===== src/rtl/baeh_pkg.sv =====
// Constants, register map and carrier types of the bridge abort and parity error handler
// What this block does
// - Target-Abort on posted write drops transaction
// - Target-Abort on non-posted returns Completer Abort
// - Target-Abort sets both received-target-abort flags
// - Unmasked error logs header, pointer if invalid
// - Unmasked error sends message by severity, enables
// - Sent message with system enable sets flag
// - Every error sets fatal or nonfatal detected
// - Bad-parity forwarded writes go out poisoned
// - UR on read: abort, or all ones
// - UR on I/O write: abort or normal
// - Completer Abort always answers Target-Abort
// - Write parity error sets detected parity flag
// - Non-posted bad write discarded with PERR when enabled
// - Response disabled: forward poisoned, no PERR
// - Posted bad write asserts PERR when enabled
// - Posted bad write sets master parity flag when enabled
// - Any write parity error sets data error
// - Master-abort mode resets to cleared
package baeh_pkg;
    // ----------------------------------------
    // Register offsets
    // ----------------------------------------
    localparam logic [11:0] ADDR_CTRL = 12'h000;
    localparam logic [11:0] ADDR_SEC_STATUS = 12'h004;
    localparam logic [11:0] ADDR_UNC_STATUS = 12'h008;
    localparam logic [11:0] ADDR_UNC_MASK = 12'h00c;
    localparam logic [11:0] ADDR_UNC_SEV = 12'h010;
    localparam logic [11:0] ADDR_DEV_STATUS = 12'h014;
    localparam logic [11:0] ADDR_FIRST_ERROR_POINTER = 12'h018;
    localparam logic [11:0] ADDR_HDR_LOG = 12'h01c;
    localparam logic [11:0] ADDR_INT_STATUS = 12'h020;
    localparam logic [11:0] ADDR_INT_MASK = 12'h024;
    // ----------------------------------------
    // Field positions
    // ----------------------------------------
    localparam int CTRL_SYSTEM_ERROR_ENABLE = 0;
    localparam int CTRL_FATAL_EN = 1;
    localparam int CTRL_NONFATAL_EN = 2;
    localparam int CTRL_PARITY_RESP = 3;
    localparam int CTRL_MA_MODE = 4;
    localparam int SEC_RTA = 0;
    localparam int SEC_DPE = 1;
    localparam int SEC_MDP = 2;
    localparam int SEC_STA = 3;
    localparam int SEC_SSERR = 4;
    localparam int UNC_RTA = 0;
    localparam int UNC_UNCORRECTABLE_DATA_ERROR_FLAG = 1;
    localparam int DEV_FATAL = 0;
    localparam int DEV_NONFATAL = 1;
    localparam int PTR_VALID = 4;
    localparam logic [31:0] CTRL_RESET = 32'h0000_0000;
    localparam logic [31:0] ALL_ONES = 32'hffff_ffff;
    // ----------------------------------------
    // Completion status codes
    // ----------------------------------------
    localparam logic [1:0] CPL_SC = 2'h0;
    localparam logic [1:0] CPL_UR = 2'h1;
    localparam logic [1:0] CPL_CA = 2'h2;
    // ----------------------------------------
    // Carriers
    // ----------------------------------------
    typedef struct packed {
        logic valid;
        logic posted;
        logic [31:0] header;
    } baeh_abort_t;
    typedef struct packed {
        logic valid;
        logic posted;
        logic [31:0] header;
    } baeh_perr_t;
    typedef struct packed {
        logic valid;
        logic [1:0] status;
        logic is_read;
        logic [31:0] header;
    } baeh_cpl_t;
    typedef struct packed {
        logic drop_posted;
        logic cpl_ca;
        logic fwd_poisoned;
        logic discard_write;
        logic perr;
        logic target_abort;
        logic normal_done;
        logic [31:0] rdata_fill;
        logic msg_valid;
        logic msg_fatal;
    } baeh_resp_t;
    typedef struct packed {
        logic [31:0] ctrl;
        logic [4:0] sec_status;
        logic [1:0] unc_status;
        logic [1:0] unc_mask;
        logic [1:0] unc_sev;
        logic [1:0] dev_status;
        logic [4:0] first_error_pointer;
        logic [31:0] hdr_log;
        logic [1:0] int_status;
        logic [1:0] int_mask;
        logic [31:0] prdata;
        baeh_resp_t resp;
    } baeh_state_t;
endpackage : baeh_pkg


===== src/rtl/baeh_top.sv =====
// Error handler for aborts, write parity errors and completion status mapping
module baeh_top (
    input wire logic CLK,
    input wire logic RST_B,
    input wire logic PSEL,
    input wire logic PENABLE,
    input wire logic PWRITE,
    input wire logic [11:0] PADDR,
    input wire logic [31:0] PWDATA,
    output logic [31:0] PRDATA,
    output logic PREADY,
    output logic PSLVERR,
    input wire baeh_pkg::baeh_abort_t ABORT,
    input wire baeh_pkg::baeh_perr_t PARITY,
    input wire baeh_pkg::baeh_cpl_t CPL,
    output baeh_pkg::baeh_resp_t RESP,
    output logic IRQ
);
    // ----------------------------------------
    // State
    // ----------------------------------------
    baeh_pkg::baeh_state_t r;
    baeh_pkg::baeh_state_t next_r;
    logic wr;
    logic rd;
    logic rd_setup;
    logic mapped;
    logic system_error_enable;
    logic presp;
    logic ma_mode;
    logic [1:0] unc_ev;
    logic [1:0] unmasked;
    logic ev_fatal;
    logic ev_nonfatal;
    logic send;
    logic send_fatal;
    logic [31:0] ev_header;
    logic [4:0] ev_ptr;
    logic [1:0] w1c;
    assign wr = PSEL && PENABLE && PWRITE;
    assign rd = PSEL && PENABLE && !PWRITE;
    assign rd_setup = PSEL && !PENABLE && !PWRITE;
    assign mapped = (PADDR[1:0] == 2'h0) && (PADDR <= baeh_pkg::ADDR_INT_MASK);
    assign system_error_enable = r.ctrl[baeh_pkg::CTRL_SYSTEM_ERROR_ENABLE];
    assign presp = r.ctrl[baeh_pkg::CTRL_PARITY_RESP];
    assign ma_mode = r.ctrl[baeh_pkg::CTRL_MA_MODE];
    assign unc_ev = {PARITY.valid, ABORT.valid};
    assign unmasked = unc_ev & ~r.unc_mask;
    assign ev_fatal = |(unc_ev & r.unc_sev);
    assign ev_nonfatal = |(unc_ev & ~r.unc_sev);
    // Message goes out for unmasked errors when a reporting path is enabled
    assign send_fatal = |(unmasked & r.unc_sev);
    assign send = (|unmasked) && (system_error_enable || (send_fatal && r.ctrl[baeh_pkg::CTRL_FATAL_EN]) ||
        (!send_fatal && r.ctrl[baeh_pkg::CTRL_NONFATAL_EN]));
    assign ev_header = unmasked[baeh_pkg::UNC_RTA] ? ABORT.header : PARITY.header;
    assign ev_ptr = unmasked[baeh_pkg::UNC_RTA] ? 5'h00 : 5'h01;
    assign w1c = PWDATA[1:0];

    // ----------------------------------------
    // Next state
    // ----------------------------------------
    always_comb begin
        next_r = r;
        next_r.resp = '0;
        next_r.prdata = r.prdata;
        // Downstream Target-Abort handling
        next_r.resp.drop_posted = ABORT.valid && ABORT.posted;
        next_r.resp.cpl_ca = ABORT.valid && !ABORT.posted;
        // Upstream write parity handling
        next_r.resp.perr = PARITY.valid && presp;
        next_r.resp.discard_write = PARITY.valid && !PARITY.posted && presp;
        next_r.resp.fwd_poisoned = PARITY.valid && (PARITY.posted || !presp);
        // Completion status mapping
        if (CPL.valid && CPL.status == baeh_pkg::CPL_CA) begin
            next_r.resp.target_abort = 1'b1;
        end else if (CPL.valid && CPL.status == baeh_pkg::CPL_UR) begin
            if (ma_mode) begin
                next_r.resp.target_abort = 1'b1;
            end else begin
                next_r.resp.normal_done = 1'b1;
                next_r.resp.rdata_fill = CPL.is_read ? baeh_pkg::ALL_ONES : 32'h0000_0000;
            end
        end else if (CPL.valid) begin
            next_r.resp.normal_done = 1'b1;
        end
        next_r.resp.msg_valid = send;
        next_r.resp.msg_fatal = send_fatal;
        // Software side: status and pointer registers except interrupt status write-one-to-clear, set wins over clear
        if (wr && mapped) begin
            case (PADDR)
                baeh_pkg::ADDR_CTRL: next_r.ctrl = PWDATA;
                baeh_pkg::ADDR_SEC_STATUS: next_r.sec_status = r.sec_status & ~PWDATA[4:0];
                baeh_pkg::ADDR_UNC_STATUS: next_r.unc_status = r.unc_status & ~w1c;
                baeh_pkg::ADDR_UNC_MASK: next_r.unc_mask = PWDATA[1:0];
                baeh_pkg::ADDR_UNC_SEV: next_r.unc_sev = PWDATA[1:0];
                baeh_pkg::ADDR_DEV_STATUS: next_r.dev_status = r.dev_status & ~w1c;
                baeh_pkg::ADDR_FIRST_ERROR_POINTER: next_r.first_error_pointer = r.first_error_pointer & ~PWDATA[4:0];
                baeh_pkg::ADDR_INT_MASK: next_r.int_mask = PWDATA[1:0];
                default: next_r.ctrl = r.ctrl;
            endcase
        end
        // Read data loads in the setup phase so it stands at the access edge
        if (rd_setup) begin
            case (PADDR)
                baeh_pkg::ADDR_CTRL: next_r.prdata = r.ctrl;
                baeh_pkg::ADDR_SEC_STATUS: next_r.prdata = {27'h0, r.sec_status};
                baeh_pkg::ADDR_UNC_STATUS: next_r.prdata = {30'h0, r.unc_status};
                baeh_pkg::ADDR_UNC_MASK: next_r.prdata = {30'h0, r.unc_mask};
                baeh_pkg::ADDR_UNC_SEV: next_r.prdata = {30'h0, r.unc_sev};
                baeh_pkg::ADDR_DEV_STATUS: next_r.prdata = {30'h0, r.dev_status};
                baeh_pkg::ADDR_FIRST_ERROR_POINTER: next_r.prdata = {27'h0, r.first_error_pointer};
                baeh_pkg::ADDR_HDR_LOG: next_r.prdata = r.hdr_log;
                baeh_pkg::ADDR_INT_STATUS: next_r.prdata = {30'h0, r.int_status};
                baeh_pkg::ADDR_INT_MASK: next_r.prdata = {30'h0, r.int_mask};
                default: next_r.prdata = 32'h0000_0000;
            endcase
        end
        // Clear only the bits that the read reported, so no event is lost
        if (rd && PADDR == baeh_pkg::ADDR_INT_STATUS) begin
            next_r.int_status = r.int_status & ~r.prdata[1:0];
        end
        // Hardware sets, applied last so a set wins over a clear
        if (ABORT.valid) begin
            next_r.sec_status[baeh_pkg::SEC_RTA] = 1'b1;
            next_r.unc_status[baeh_pkg::UNC_RTA] = 1'b1;
        end
        if (CPL.valid && CPL.status == baeh_pkg::CPL_CA) begin
            next_r.sec_status[baeh_pkg::SEC_RTA] = 1'b1;
        end
        if (next_r.resp.target_abort) begin
            next_r.sec_status[baeh_pkg::SEC_STA] = 1'b1;
        end
        if (PARITY.valid) begin
            next_r.sec_status[baeh_pkg::SEC_DPE] = 1'b1;
            next_r.unc_status[baeh_pkg::UNC_UNCORRECTABLE_DATA_ERROR_FLAG] = 1'b1;
            if (PARITY.posted && presp) begin
                next_r.sec_status[baeh_pkg::SEC_MDP] = 1'b1;
            end
        end
        if (|unmasked && !r.first_error_pointer[baeh_pkg::PTR_VALID]) begin
            next_r.hdr_log = ev_header;
            next_r.first_error_pointer = {1'b1, 4'h0} | ev_ptr;
        end
        if (send && system_error_enable) begin
            next_r.sec_status[baeh_pkg::SEC_SSERR] = 1'b1;
        end
        if (ev_fatal) begin
            next_r.dev_status[baeh_pkg::DEV_FATAL] = 1'b1;
        end
        if (ev_nonfatal) begin
            next_r.dev_status[baeh_pkg::DEV_NONFATAL] = 1'b1;
        end
        next_r.int_status = next_r.int_status | unc_ev;
    end

    always_ff @(posedge CLK or negedge RST_B) begin
        if (!RST_B) begin
            r <= '0;
            r.ctrl <= baeh_pkg::CTRL_RESET;
        end else begin
            r <= next_r;
        end
    end

    // ----------------------------------------
    // Outputs
    // ----------------------------------------
    assign PRDATA = r.prdata;
    assign PREADY = 1'b1;
    assign PSLVERR = PSEL && PENABLE && !mapped;
    assign RESP = r.resp;
    assign IRQ = |(r.int_status & ~r.int_mask);

    // ----------------------------------------
    // Checks
    // ----------------------------------------
    AST_POSTED_DROP: assert property (@(posedge CLK) disable iff (!RST_B)
        ABORT.valid && ABORT.posted |=> RESP.drop_posted && !RESP.cpl_ca)
        else $error("posted abort not dropped");
    AST_NP_CA: assert property (@(posedge CLK) disable iff (!RST_B)
        ABORT.valid && !ABORT.posted |=> RESP.cpl_ca)
        else $error("no completer abort");
    AST_RTA_BOTH: assert property (@(posedge CLK) disable iff (!RST_B)
        ABORT.valid |=> r.sec_status[0] && r.unc_status[0])
        else $error("target abort flags not set");
    AST_PTR_HOLD: assert property (@(posedge CLK) disable iff (!RST_B)
        r.first_error_pointer[4] && !(wr && PADDR == baeh_pkg::ADDR_FIRST_ERROR_POINTER) |=> $stable(r.hdr_log))
        else $error("header log overwritten");
    AST_MSG: assert property (@(posedge CLK) disable iff (!RST_B)
        (|unc_ev) && r.unc_mask == 2'h0 && system_error_enable |=> RESP.msg_valid)
        else $error("error message missing");
    AST_SSERR: assert property (@(posedge CLK) disable iff (!RST_B)
        RESP.msg_valid && $past(system_error_enable) |-> r.sec_status[4])
        else $error("signaled system error not set");
    AST_DEV: assert property (@(posedge CLK) disable iff (!RST_B)
        |unc_ev |=> |r.dev_status)
        else $error("detected flag not set");
    AST_UR_MODE: assert property (@(posedge CLK) disable iff (!RST_B)
        CPL.valid && CPL.status == baeh_pkg::CPL_UR && CPL.is_read && !ma_mode
        |=> RESP.normal_done && RESP.rdata_fill == 32'hffff_ffff)
        else $error("UR read not filled with ones");
    AST_CA_TA: assert property (@(posedge CLK) disable iff (!RST_B)
        CPL.valid && CPL.status == baeh_pkg::CPL_CA |=> RESP.target_abort)
        else $error("completer abort not mapped");
    AST_NP_PERR: assert property (@(posedge CLK) disable iff (!RST_B)
        PARITY.valid && !PARITY.posted && presp |=> RESP.discard_write && RESP.perr
        && !RESP.fwd_poisoned)
        else $error("bad non-posted write not discarded");
    AST_NO_PERR: assert property (@(posedge CLK) disable iff (!RST_B)
        PARITY.valid && !presp |=> !RESP.perr && RESP.fwd_poisoned)
        else $error("PERR with response disabled");
    AST_STICKY: assert property (@(posedge CLK) disable iff (!RST_B)
        r.unc_status[1] && !(wr && PADDR == baeh_pkg::ADDR_UNC_STATUS) |=> r.unc_status[1])
        else $error("flag cleared by hardware");
endmodule : baeh_top


===== config.mk =====
export PLATFORM = sky130hd
export DESIGN_NAME = baeh_top
export DESIGN_NICKNAME = d
export VERILOG_FILES = /design/src/rtl/baeh_pkg.sv /design/src/rtl/baeh_top.sv
export SDC_FILE = /design/constraint.sdc
export NUM_CORES = 1
export LEC_CHECK = 0
export ABC_AREA = 1
export ABC_CLOCK_PERIOD_IN_PS = 2300
export BUFFER_PORTS_ARGS = -buffer_cell sky130_fd_sc_hd__clkbuf_2
export CORE_MARGIN = 2
export CORE_UTILIZATION = 52
export CTS_BUF_LIST = sky130_fd_sc_hd__clkbuf_4 sky130_fd_sc_hd__clkbuf_8
export DETAILED_ROUTE_END_ITERATION = 8
export PLACE_DENSITY_LB_ADDON = 0.2
export SYNTH_ARGS = -nofsm -noshare
export SYNTH_HDL_FRONTEND = slang
export SYNTH_SLANG_ARGS = --single-unit

===== constraint.sdc =====
create_clock -name CLK -period 2.3 [get_ports CLK]
set_clock_uncertainty 0.2 [all_clocks]
set_input_delay 0.46 -clock CLK [delete_from_list [all_inputs] [get_ports CLK]]
set_output_delay 0.46 -clock CLK [all_outputs]
set_load 0.01 [all_outputs]

Word level (Yosys, flattened, before mapping)
Cells that the tools add are included.
- bits in registers: 159
- input bits: 153
- bits in latches: 0
- memories kept: 0
- output and inout bits: 76
- ROM bits: 0
- logic and storage cells: 158
- RAM bits: 0
- muxes and demuxes: 31
- $lt $le $gt $ge: 1
- add/sub/neg operators: 0
- divide/modulo/power cells: 0
- eq/ne operators: 11
- reductions and logical operators: 71
- multipliers: 0
- bitwise operators: 17
- shift operators: 0
- operator list (kind ; number):
    case mux 32 bit (10 select lines) ; 1
    2-to-1 mux 32 bit ; 3
    2-to-1 mux 33 bit ; 2
    == test 12 x 5 -> 1 bit, second input constant ; 4
    2-to-1 mux 37 bit ; 1
    nonzero test 2 bit ; 15
    AND reduction 2 bit ; 13
    == test 12 x 4 -> 1 bit, second input constant ; 2
    == test 12 x 6 -> 1 bit, second input constant ; 2
    logical AND 1 bit ; 23
    2-to-1 mux 18 bit ; 1
    bitwise AND 2 bit ; 8
    2-to-1 mux 1 bit ; 15
    == test 12 x 3 -> 1 bit, second input constant ; 1
    less-or-equal comparator 12 x 6 -> 1 bit, second input constant ; 1
    logical NOT 12 bit ; 1
    2-to-1 mux 2 bit ; 6
    bitwise AND 5 bit ; 2
    2-to-1 mux 5 bit ; 2
    inverter 2 bit ; 5
    OR reduction 2 bit ; 5
    logical NOT 1 bit ; 8
    nonzero test 3 bit ; 2
    inverter 5 bit ; 1
    other kinds (5) ; 7

Longest topological paths before layout
Gate-level depths: netlist (run 1).
- word-level depth: 11
- gate-level depth with buffers: 12
- mapped depth without buffers: 11

Least setup slack after synthesis (run 1)
Ideal clock, no wire load.
- path kind: input -> register
- start: input PADDR[3]
- end: register r[121] (netlist bit)
- buffers on the path: 1
- arrival time: 1496 ps
- path slack: 483 ps
- library setup time: 120 ps
- data required time: 1980 ps
- stages on the path: 11
- path through: inv_1 > nand2_2 > nor2_4 > nand3_2 > nand2_2 > nand3_4 > buf_4 > nor2_1 > nand2_1 > nand2_1 > nand2_1
- word-level cells in the longest chain between the ends: 5
- elaborated cells between the ends (all ways): 7
- those cells by class: order compare (1); eq/ne (1); reduce/logical (5)
- RTL lines (item ; RTL line ; source):
    from (decl) ; baeh_top.sv:8 ; input wire logic [11:0] PADDR,
    less-or-equal comparator 12 x 6 -> 1 bit ; baeh_top.sv:43 ; assign mapped = (PADDR[1:0] == 2'h0) && (PADDR <= baeh_pkg::ADDR_INT_MASK);
    logical AND 1 bit ; baeh_top.sv:43 ;
    logical AND 1 bit ; baeh_top.sv:89 ; if (wr && mapped) begin
    nonzero test 2 bit (no line) ; -- ;
    AND reduction 2 bit (no line) * ; -- ;
    to (signal assigned) ; baeh_top.sv:161 ; r <= next_r;
    to (decl) ; baeh_top.sv:22 ; baeh_pkg::baeh_state_t r;
Every way passes the cells marked *; elsewhere a longest branch is shown, timed or not.
A chain may end at the register's enable or synchronous reset.

Final worst setup path (run 1)
- start: input PADDR[3]
- end: output PSLVERR
- word-level cells in the longest chain between the ends: 4
- RTL lines (item ; RTL line ; source):
    less-or-equal comparator 12 x 6 -> 1 bit ; baeh_top.sv:43 ;
    logical AND 1 bit ; baeh_top.sv:43 ;
    logical NOT 1 bit ; baeh_top.sv:170 ; assign PSLVERR = PSEL && PENABLE && !mapped;
    logical AND 1 bit ; baeh_top.sv:170 ;
    to (decl) ; baeh_top.sv:12 ; output logic PSLVERR,
Every way passes these cells.

==> results.cfg, run 1 <==
[yosys]
synthesis.instances = 854
avgSynthCellArea_um2 = 7.857
synth-adder-area-share_pct = 0
yosys-mux-area-fraction_pct = 0
synth_fp_nets = 1007
seq_area_frac_synth_pct = 47.73
synth_xor_area_share_pct = 0
post_synth_and_or_nand_nor_area_fraction_pct = 25.47
synth-seq-cells = 128
post_synth_num_cell_types = 29
main_combinational_cell_family_by_area_after_synthesis = simple AND/OR/NAND/NOR gates
yosys_warnings = 0
synth_compound_gate_area_share_pct = 10.68
synth.cell_area_um2 = 6710

[critical_path]
start_kind = primary input
critical_path_buf_inv_count = 3
timing.critical_path.cells = clkbuf_2 -> inv_1 -> nand2_2 -> nor2_4 -> nand3_2 -> a21oi_1 -> nor2_1 -> clkbuf_2
cp.arrival_ns = 1.39
crit_family = simple AND/OR/NAND/NOR gates
critical_path.max_fanout = 6
worst-setup-path-type = primary input to primary output
timing.critical_path.slowest_cell_delay_ns = 0.17
category_of_the_worst_setup_path_capture_point = primary output
master_of_the_slowest_instance_on_the_critical_path = sky130_fd_sc_hd__nor2_4
cp_data_required_time_ns = 1.64
cpMostUsedCell = sky130_fd_sc_hd__clkbuf_2

[sta]
max_freq_ghz = 0.4884
setup_repair_after_global_routing_missed_its_margin = no
post_layout_worst_setup_margin_ns = 0.2527
period_share_pct = 89.01
timing_max_transition_violations_final = 0
timing.final.hold_violations = 0
finalSetupViolCount = 0
fin_tns_setup_ns = 0
timing.final.crit_period_ns = 2.047
fin_worst_hold_slack_ns = 0.02829

[clock_network]
cts-buffers-inserted = 17
clk_path_buf_depth = 2
tritoncts_clock_tree = done
cts_setup_buffers = 0
clock_root_buffer_master = sky130_fd_sc_hd__clkbuf_8
htree_num_levels = 4
worst_setup_hold_path_clk_slew_ns = 0.07
clock_sink_count = 128
insertion_delay_ns = 0.44

[die]
die_h_um = 117.6
die_area_um2 = 13830
start_util_pct = 53.17
rows = 41
horiz_die_dim_um = 117.6
io-pin-count = 229
floorplan.core_area_um2 = 12620

[cells_and_area]
post_layout_nonfiller_instances = 1168
layout_overhead_on_the_synthesized_area_pct = 16.93
final_nets = 1134
layout-drive-gt1-share_pct = 26.96

[placed_design]
dp_hpwl_mm = 11.91
pre_cts_slack_ns = 0.09431
routabilityCongestion = 0.8707
io_buffer_count = 195
dp.cells = 1130

[pwr]
power_per_cell_area_nw_per_um2 = 596.3
seqPwrFrac_pct = 49.6
power.internal_uw = 3601
leakagePower_uw = 0.004259
power.net_switching_uw = 1078
comb_power_share_pct = 7.3
power.switching_fraction_pct = 23.04
worst_ir_drop_vdd_uv = 375.0
clockPowerShare_pct = 43.1
fin_total_pwr_uw = 4679

[worst_hold_path]
worstHoldPathType = primary input to flop

[routing]
detail_route.wirelength_mm = 17.19
drt_pre_antenna_iters = 5
wire_per_inst_um = 14.71
post_drt_via_cell_ratio = 5.161
drtAntennaViolNets = 0
iter_0_drt_violations = 356
drcViolationCount = 0
route.vias.total = 6028

[status]
outcome = finished clean

[global_routing]
track_usage_pct = 25.71
via_count_of_the_first_global_routing_pass = 5726
maximum_number_of_pins_on_one_net_before_global_route_repair = 49
grt_pass1_wl_mm = 28.25
gr-total-overflow = 0
antenna_found_initial = 2

[flow_run]
maxCapViolations = 0
[cells in the final DEF (no fill, tap or decap), drive strengths merged]
master,synthesis,final
nor3,8,8
conb,1,1
o22ai,6,6
bufinv,0,2
dlygate4sd3,0,4
dfrtp,128,128
inv,78,78
nand4,5,5
nand2,224,224
nand3b,2,2
clkbuf,19,221
a31oi,33,33
o21ai,79,79
o21bai,2,2
nor2,70,70
nand3,90,90
clkinv,1,4
o211ai,3,3
buf,97,26
diode,0,2
a21oi,8,8
[sequential cells by signal (all words and copies together), names as in the netlist]
signal and flops:
RESP 10, PRDATA 32, presp 1, r 84, ma_mode 1
[worst reg2reg max path, delay by kind of cell, from the launching register on]
family                 cells  cell delay, ns
DFF                        1            0.43
buffers and inverters      2            0.39
and+or+nand+nor            2            0.25
AOI/OAI and AO/OA          2            0.44
[logic make-up after synthesis]
logic type | count (synthesis)
buffers and inverters | 195
AOI/OAI and AO/OA | 131
and+or+nand+nor | 399
other | 1
DFF | 128
[cell type report]
class | count | area, um2
Antenna cell | 2 | 5.005
Clock buffer | 27 | 340.3
Clock inverter | 5 | 75.07
Fill cell | 1224 | 4773
Inverter | 79 | 296.5
Multi-Input combinational cell | 531 | 2442
Sequential cell | 128 | 3203
Tap cell | 172 | 215.2
Timing Repair Buffer | 224 | 1269
[routing by layer]
layer / vias to the layer above / global-route usage (%) / share of wire (%)
li1: 2940 / - / -
met1: 2795 / 35.07 / 45
met2: 268 / 41.08 / 46
met3: 25 / 5.572 / 6.9
met4: 0 / 8.434 / 1.4
met5: - / 0 / 0
[final timing paths]
path,cells past startpoint,startpoint,to,slack (ns)
setup / recovery,8,PADDR[3],PSLVERR,0.25
hold / removal,3,PWDATA[26],r[153],0.03
setup reg to reg,6,r[119],r[90],0.50
hold reg to reg,1,ma_mode,RESP[32],0.25
max in group asynchronous,3,RST_B,r[106],1.05
min in group asynchronous,2,RST_B,r[145],0.21
[power groups by stage]
stage	Sequential (uW)	Combinational [uW]	Clock (uW)
after floorplan	2350	131	0
after global placement	2360	336	0
after detailed placement	2360	337	0
after CTS	2320	344	2050
after global routing	2320	383	2150
final	2320	341	2020
[per-stage QoR]
step	utilization, %	area (um2)
after CTS	62.14	7841
after floorplan	-	6710
after global placement	58.53	7386
final	62.18	7846
after detailed placement	58.53	7386
after global routing	62.16	7844
[cells in the mapped netlist (all sizes together)]
library cell  instances  area share [%]
inv                  78             4.4
a21oi                 8            0.60
nor2                 70             4.4
o211ai                3            0.34
clkbuf               19             1.1
a31oi                33             3.1
o22ai                 6            0.56
o21bai                2            0.22
o21ai                79             5.9
nand3                90             7.0
buf                  97              11
nand3b                2            0.22
clkinv                1           0.056
nand2               224              13
conb                  1           0.056
nor3                  8            0.75
nand4                 5            0.47
dfrtp               128              48
[repair_timing]
item | 4_1_cts | 5_1_grt
hold buffers | 4 | 0
resized for setup | 0 | 0
endpoints found under the hold margin | 101 | 0
Power figures use the tool's default switching activity.
==> inputs of run 2 (changes only) <==
- CTS_BUF_LIST: sky130_fd_sc_hd__clkbuf_4 sky130_fd_sc_hd__clkbuf_8 -> sky130_fd_sc_hd__clkbuf_8
==> results.cfg, run 2 (synthesis gave the netlist of run 1 again) <==
[critical_path]
worst-setup-path-type = primary input to primary output
cp_data_required_time_ns = 1.64
cpMostUsedCell = sky130_fd_sc_hd__clkbuf_2
timing.critical_path.slowest_cell_delay_ns = 0.17
timing.critical_path.cells = clkbuf_2 -> inv_1 -> nand2_2 -> nor2_4 -> nand3_2 -> a21oi_1 -> nor2_1 -> clkbuf_2
reg2reg_slack_ns = 0.51
critical_path_buf_inv_count = 3
cp.arrival_ns = 1.39
critical_path.max_fanout = 6
category_of_the_worst_setup_path_capture_point = primary output
master_of_the_slowest_instance_on_the_critical_path = sky130_fd_sc_hd__nor2_4
start_kind = primary input
worst_r2r_path_depth = 6
critical_path.reg2reg.endpoint = r[104]
crit_family = simple AND/OR/NAND/NOR gates
reg2reg_from = r[119]

[worst_hold_path]
holdPathStages = 3
timing.hold.worst_endpoint = r[153]
worstHoldPathType = primary input to flop
holdCritStartpoint = PWDATA[26]

[cells_and_area]
most_used_cells_in_the_layout_excluding_fill_and_tap_cells = sky130_fd_sc_hd__nand2_1 (220), sky130_fd_sc_hd__clkbuf_2 (194), sky130_fd_sc_hd__dfrtp_1 (128)
finish.instance_area_um2 = 7828
final_nets = 1134
most_common_cell_after_layout_fill_and_taps_aside = sky130_fd_sc_hd__nand2_1
layout-drive-gt1-share_pct = 26.46
utilization_pct = 62.03
largest_register_ffs = 84
max_flop_register = r
layout_overhead_on_the_synthesized_area_pct = 16.65

[routing]
detail_route.wirelength.met1_mm = 7.905
sum_of_met2_wire_segment_lengths_after_detailed_routing_mm = 7.996
route.vias.total = 6010
drt_pre_antenna_iters = 7
detail_route.wirelength_mm = 17.26
drtAntennaViolNets = 0
wire_per_inst_um = 14.78
iter_0_drt_violations = 403
drcViolationCount = 0
top_layer_used = met4
post_drt_via_cell_ratio = 5.146
routed-wl-met3_mm = 1.141

[placed_design]
io_buffer_count = 195
dp_hpwl_mm = 11.91
routabilityCongestion = 0.8707
post_dp_cell_area_um2 = 7386

[sta]
period_share_pct = 89.22
timing.final.hold_violations = 0
finalSetupViolCount = 0
max_freq_ghz = 0.4873
timing_max_transition_violations_final = 0
fin_tns_setup_ns = 0
timing.final.crit_period_ns = 2.052
setup_repair_after_global_routing_missed_its_margin = no

[clock_network]
worst_setup_hold_path_clk_slew_ns = 0.07
htree_num_levels = 4
cts-buffers-inserted = 17
clock_root_buffer_master = sky130_fd_sc_hd__clkbuf_8
clock_sink_count = 128
clk_path_buf_depth = 2
post_cts_resize_count = 0
insertion_delay_ns = 0.44
tritoncts_clock_tree = done

[die]
die_h_um = 117.6
floorplan.core_area_um2 = 12620
io-pin-count = 229
start_util_pct = 53.17
die_area_um2 = 13830
horiz_die_dim_um = 117.6
rows = 41

[status]
outcome = finished clean

[pwr]
comb_power_share_pct = 7.4
clockPowerShare_pct = 42.1
worst_ir_drop_vdd_uv = 367.4
leakagePower_uw = 0.004262
power.internal_uw = 3520
seqPwrFrac_pct = 50.5
power.net_switching_uw = 1076
power.switching_fraction_pct = 23.40
power_per_cell_area_nw_per_um2 = 587.2

[global_routing]
gr-total-overflow = 0
antenna_found_initial = 2
grt_pass1_wl_mm = 28.23
track_usage_pct = 25.70
via_count_of_the_first_global_routing_pass = 5713
maximum_number_of_pins_on_one_net_before_global_route_repair = 49

[flow_run]
maxCapViolations = 0
## run 2: final cells by class
cell class / instances / area (um2)
Multi-Input combinational cell: 531 / 2442
Inverter: 79 / 296.5
Tap cell: 172 / 215.2
Sequential cell: 128 / 3203
Antenna cell: 2 / 5.005
Clock buffer: 22 / 302.8
Timing Repair Buffer: 224 / 1269
Fill cell: 1224 / 4792
Clock inverter: 10 / 93.84
## run 2: worst max path at each step
stage | from | end | slack (ns) | depth (start not counted)
2_1_floorplan | PADDR[3] | r[121] | 0.48 | 11
3_3_place_gp | PADDR[3] | r[114] | 0.15 | 11
3_5_place_dp | PADDR[3] | r[114] | 0.09 | 11
4_1_cts | PADDR[3] | PSLVERR | 0.24 | 8
5_1_grt | PADDR[6] | PSLVERR | 0.15 | 8
6_report | PADDR[3] | PSLVERR | 0.25 | 8
## run 2: worst min-delay path, stage by stage
cell,delay (ns)
sky130_fd_sc_hd__clkbuf_2,0.07
sky130_fd_sc_hd__nand2_1,0.04
sky130_fd_sc_hd__o21ai_1,0.06
## run 2: power groups by stage
| stage | registers (uW) | logic [uW] | clock network, uW |
|---|---|---|---|
| floorplan | 2350 | 131 | 0 |
| global placement | 2360 | 336 | 0 |
| detailed placement | 2360 | 337 | 0 |
| CTS | 2320 | 344 | 1970 |
| global route | 2320 | 383 | 2070 |
| finish | 2320 | 342 | 1930 |
## run 2: timing repair
| action | 4_1_cts | 5_1_grt |
|---|---|---|
| setup buffers | 0 | 0 |
| hold buffers | 4 | 0 |
| endpoints found under the hold margin | 101 | 0 |
## run 2: per-stage QoR
stage | std cells | hold slack [ns] | total power (uW) | worst slack (ns)
final | 1168 | 0.03755 | 4596 | 0.2479
after global routing | 1167 | 0.01817 | 4779 | 0.1476
after CTS | 1166 | 0.01306 | 4629 | 0.2374
after detailed placement | 1130 | 0.1208 | 2699 | 0.09431
after global placement | 1130 | 0.1237 | 2696 | 0.1523
after floorplan | 854 | -0.03559 | 2486 | 0.4830
## run 2: per-layer routing
metal / GRT usage [%] / up-vias
met5: 0 / -
met4: 8.434 / 0
met3: 5.572 / 22
met2: 40.94 / 265
met1: 35.17 / 2788
li1: - / 2935
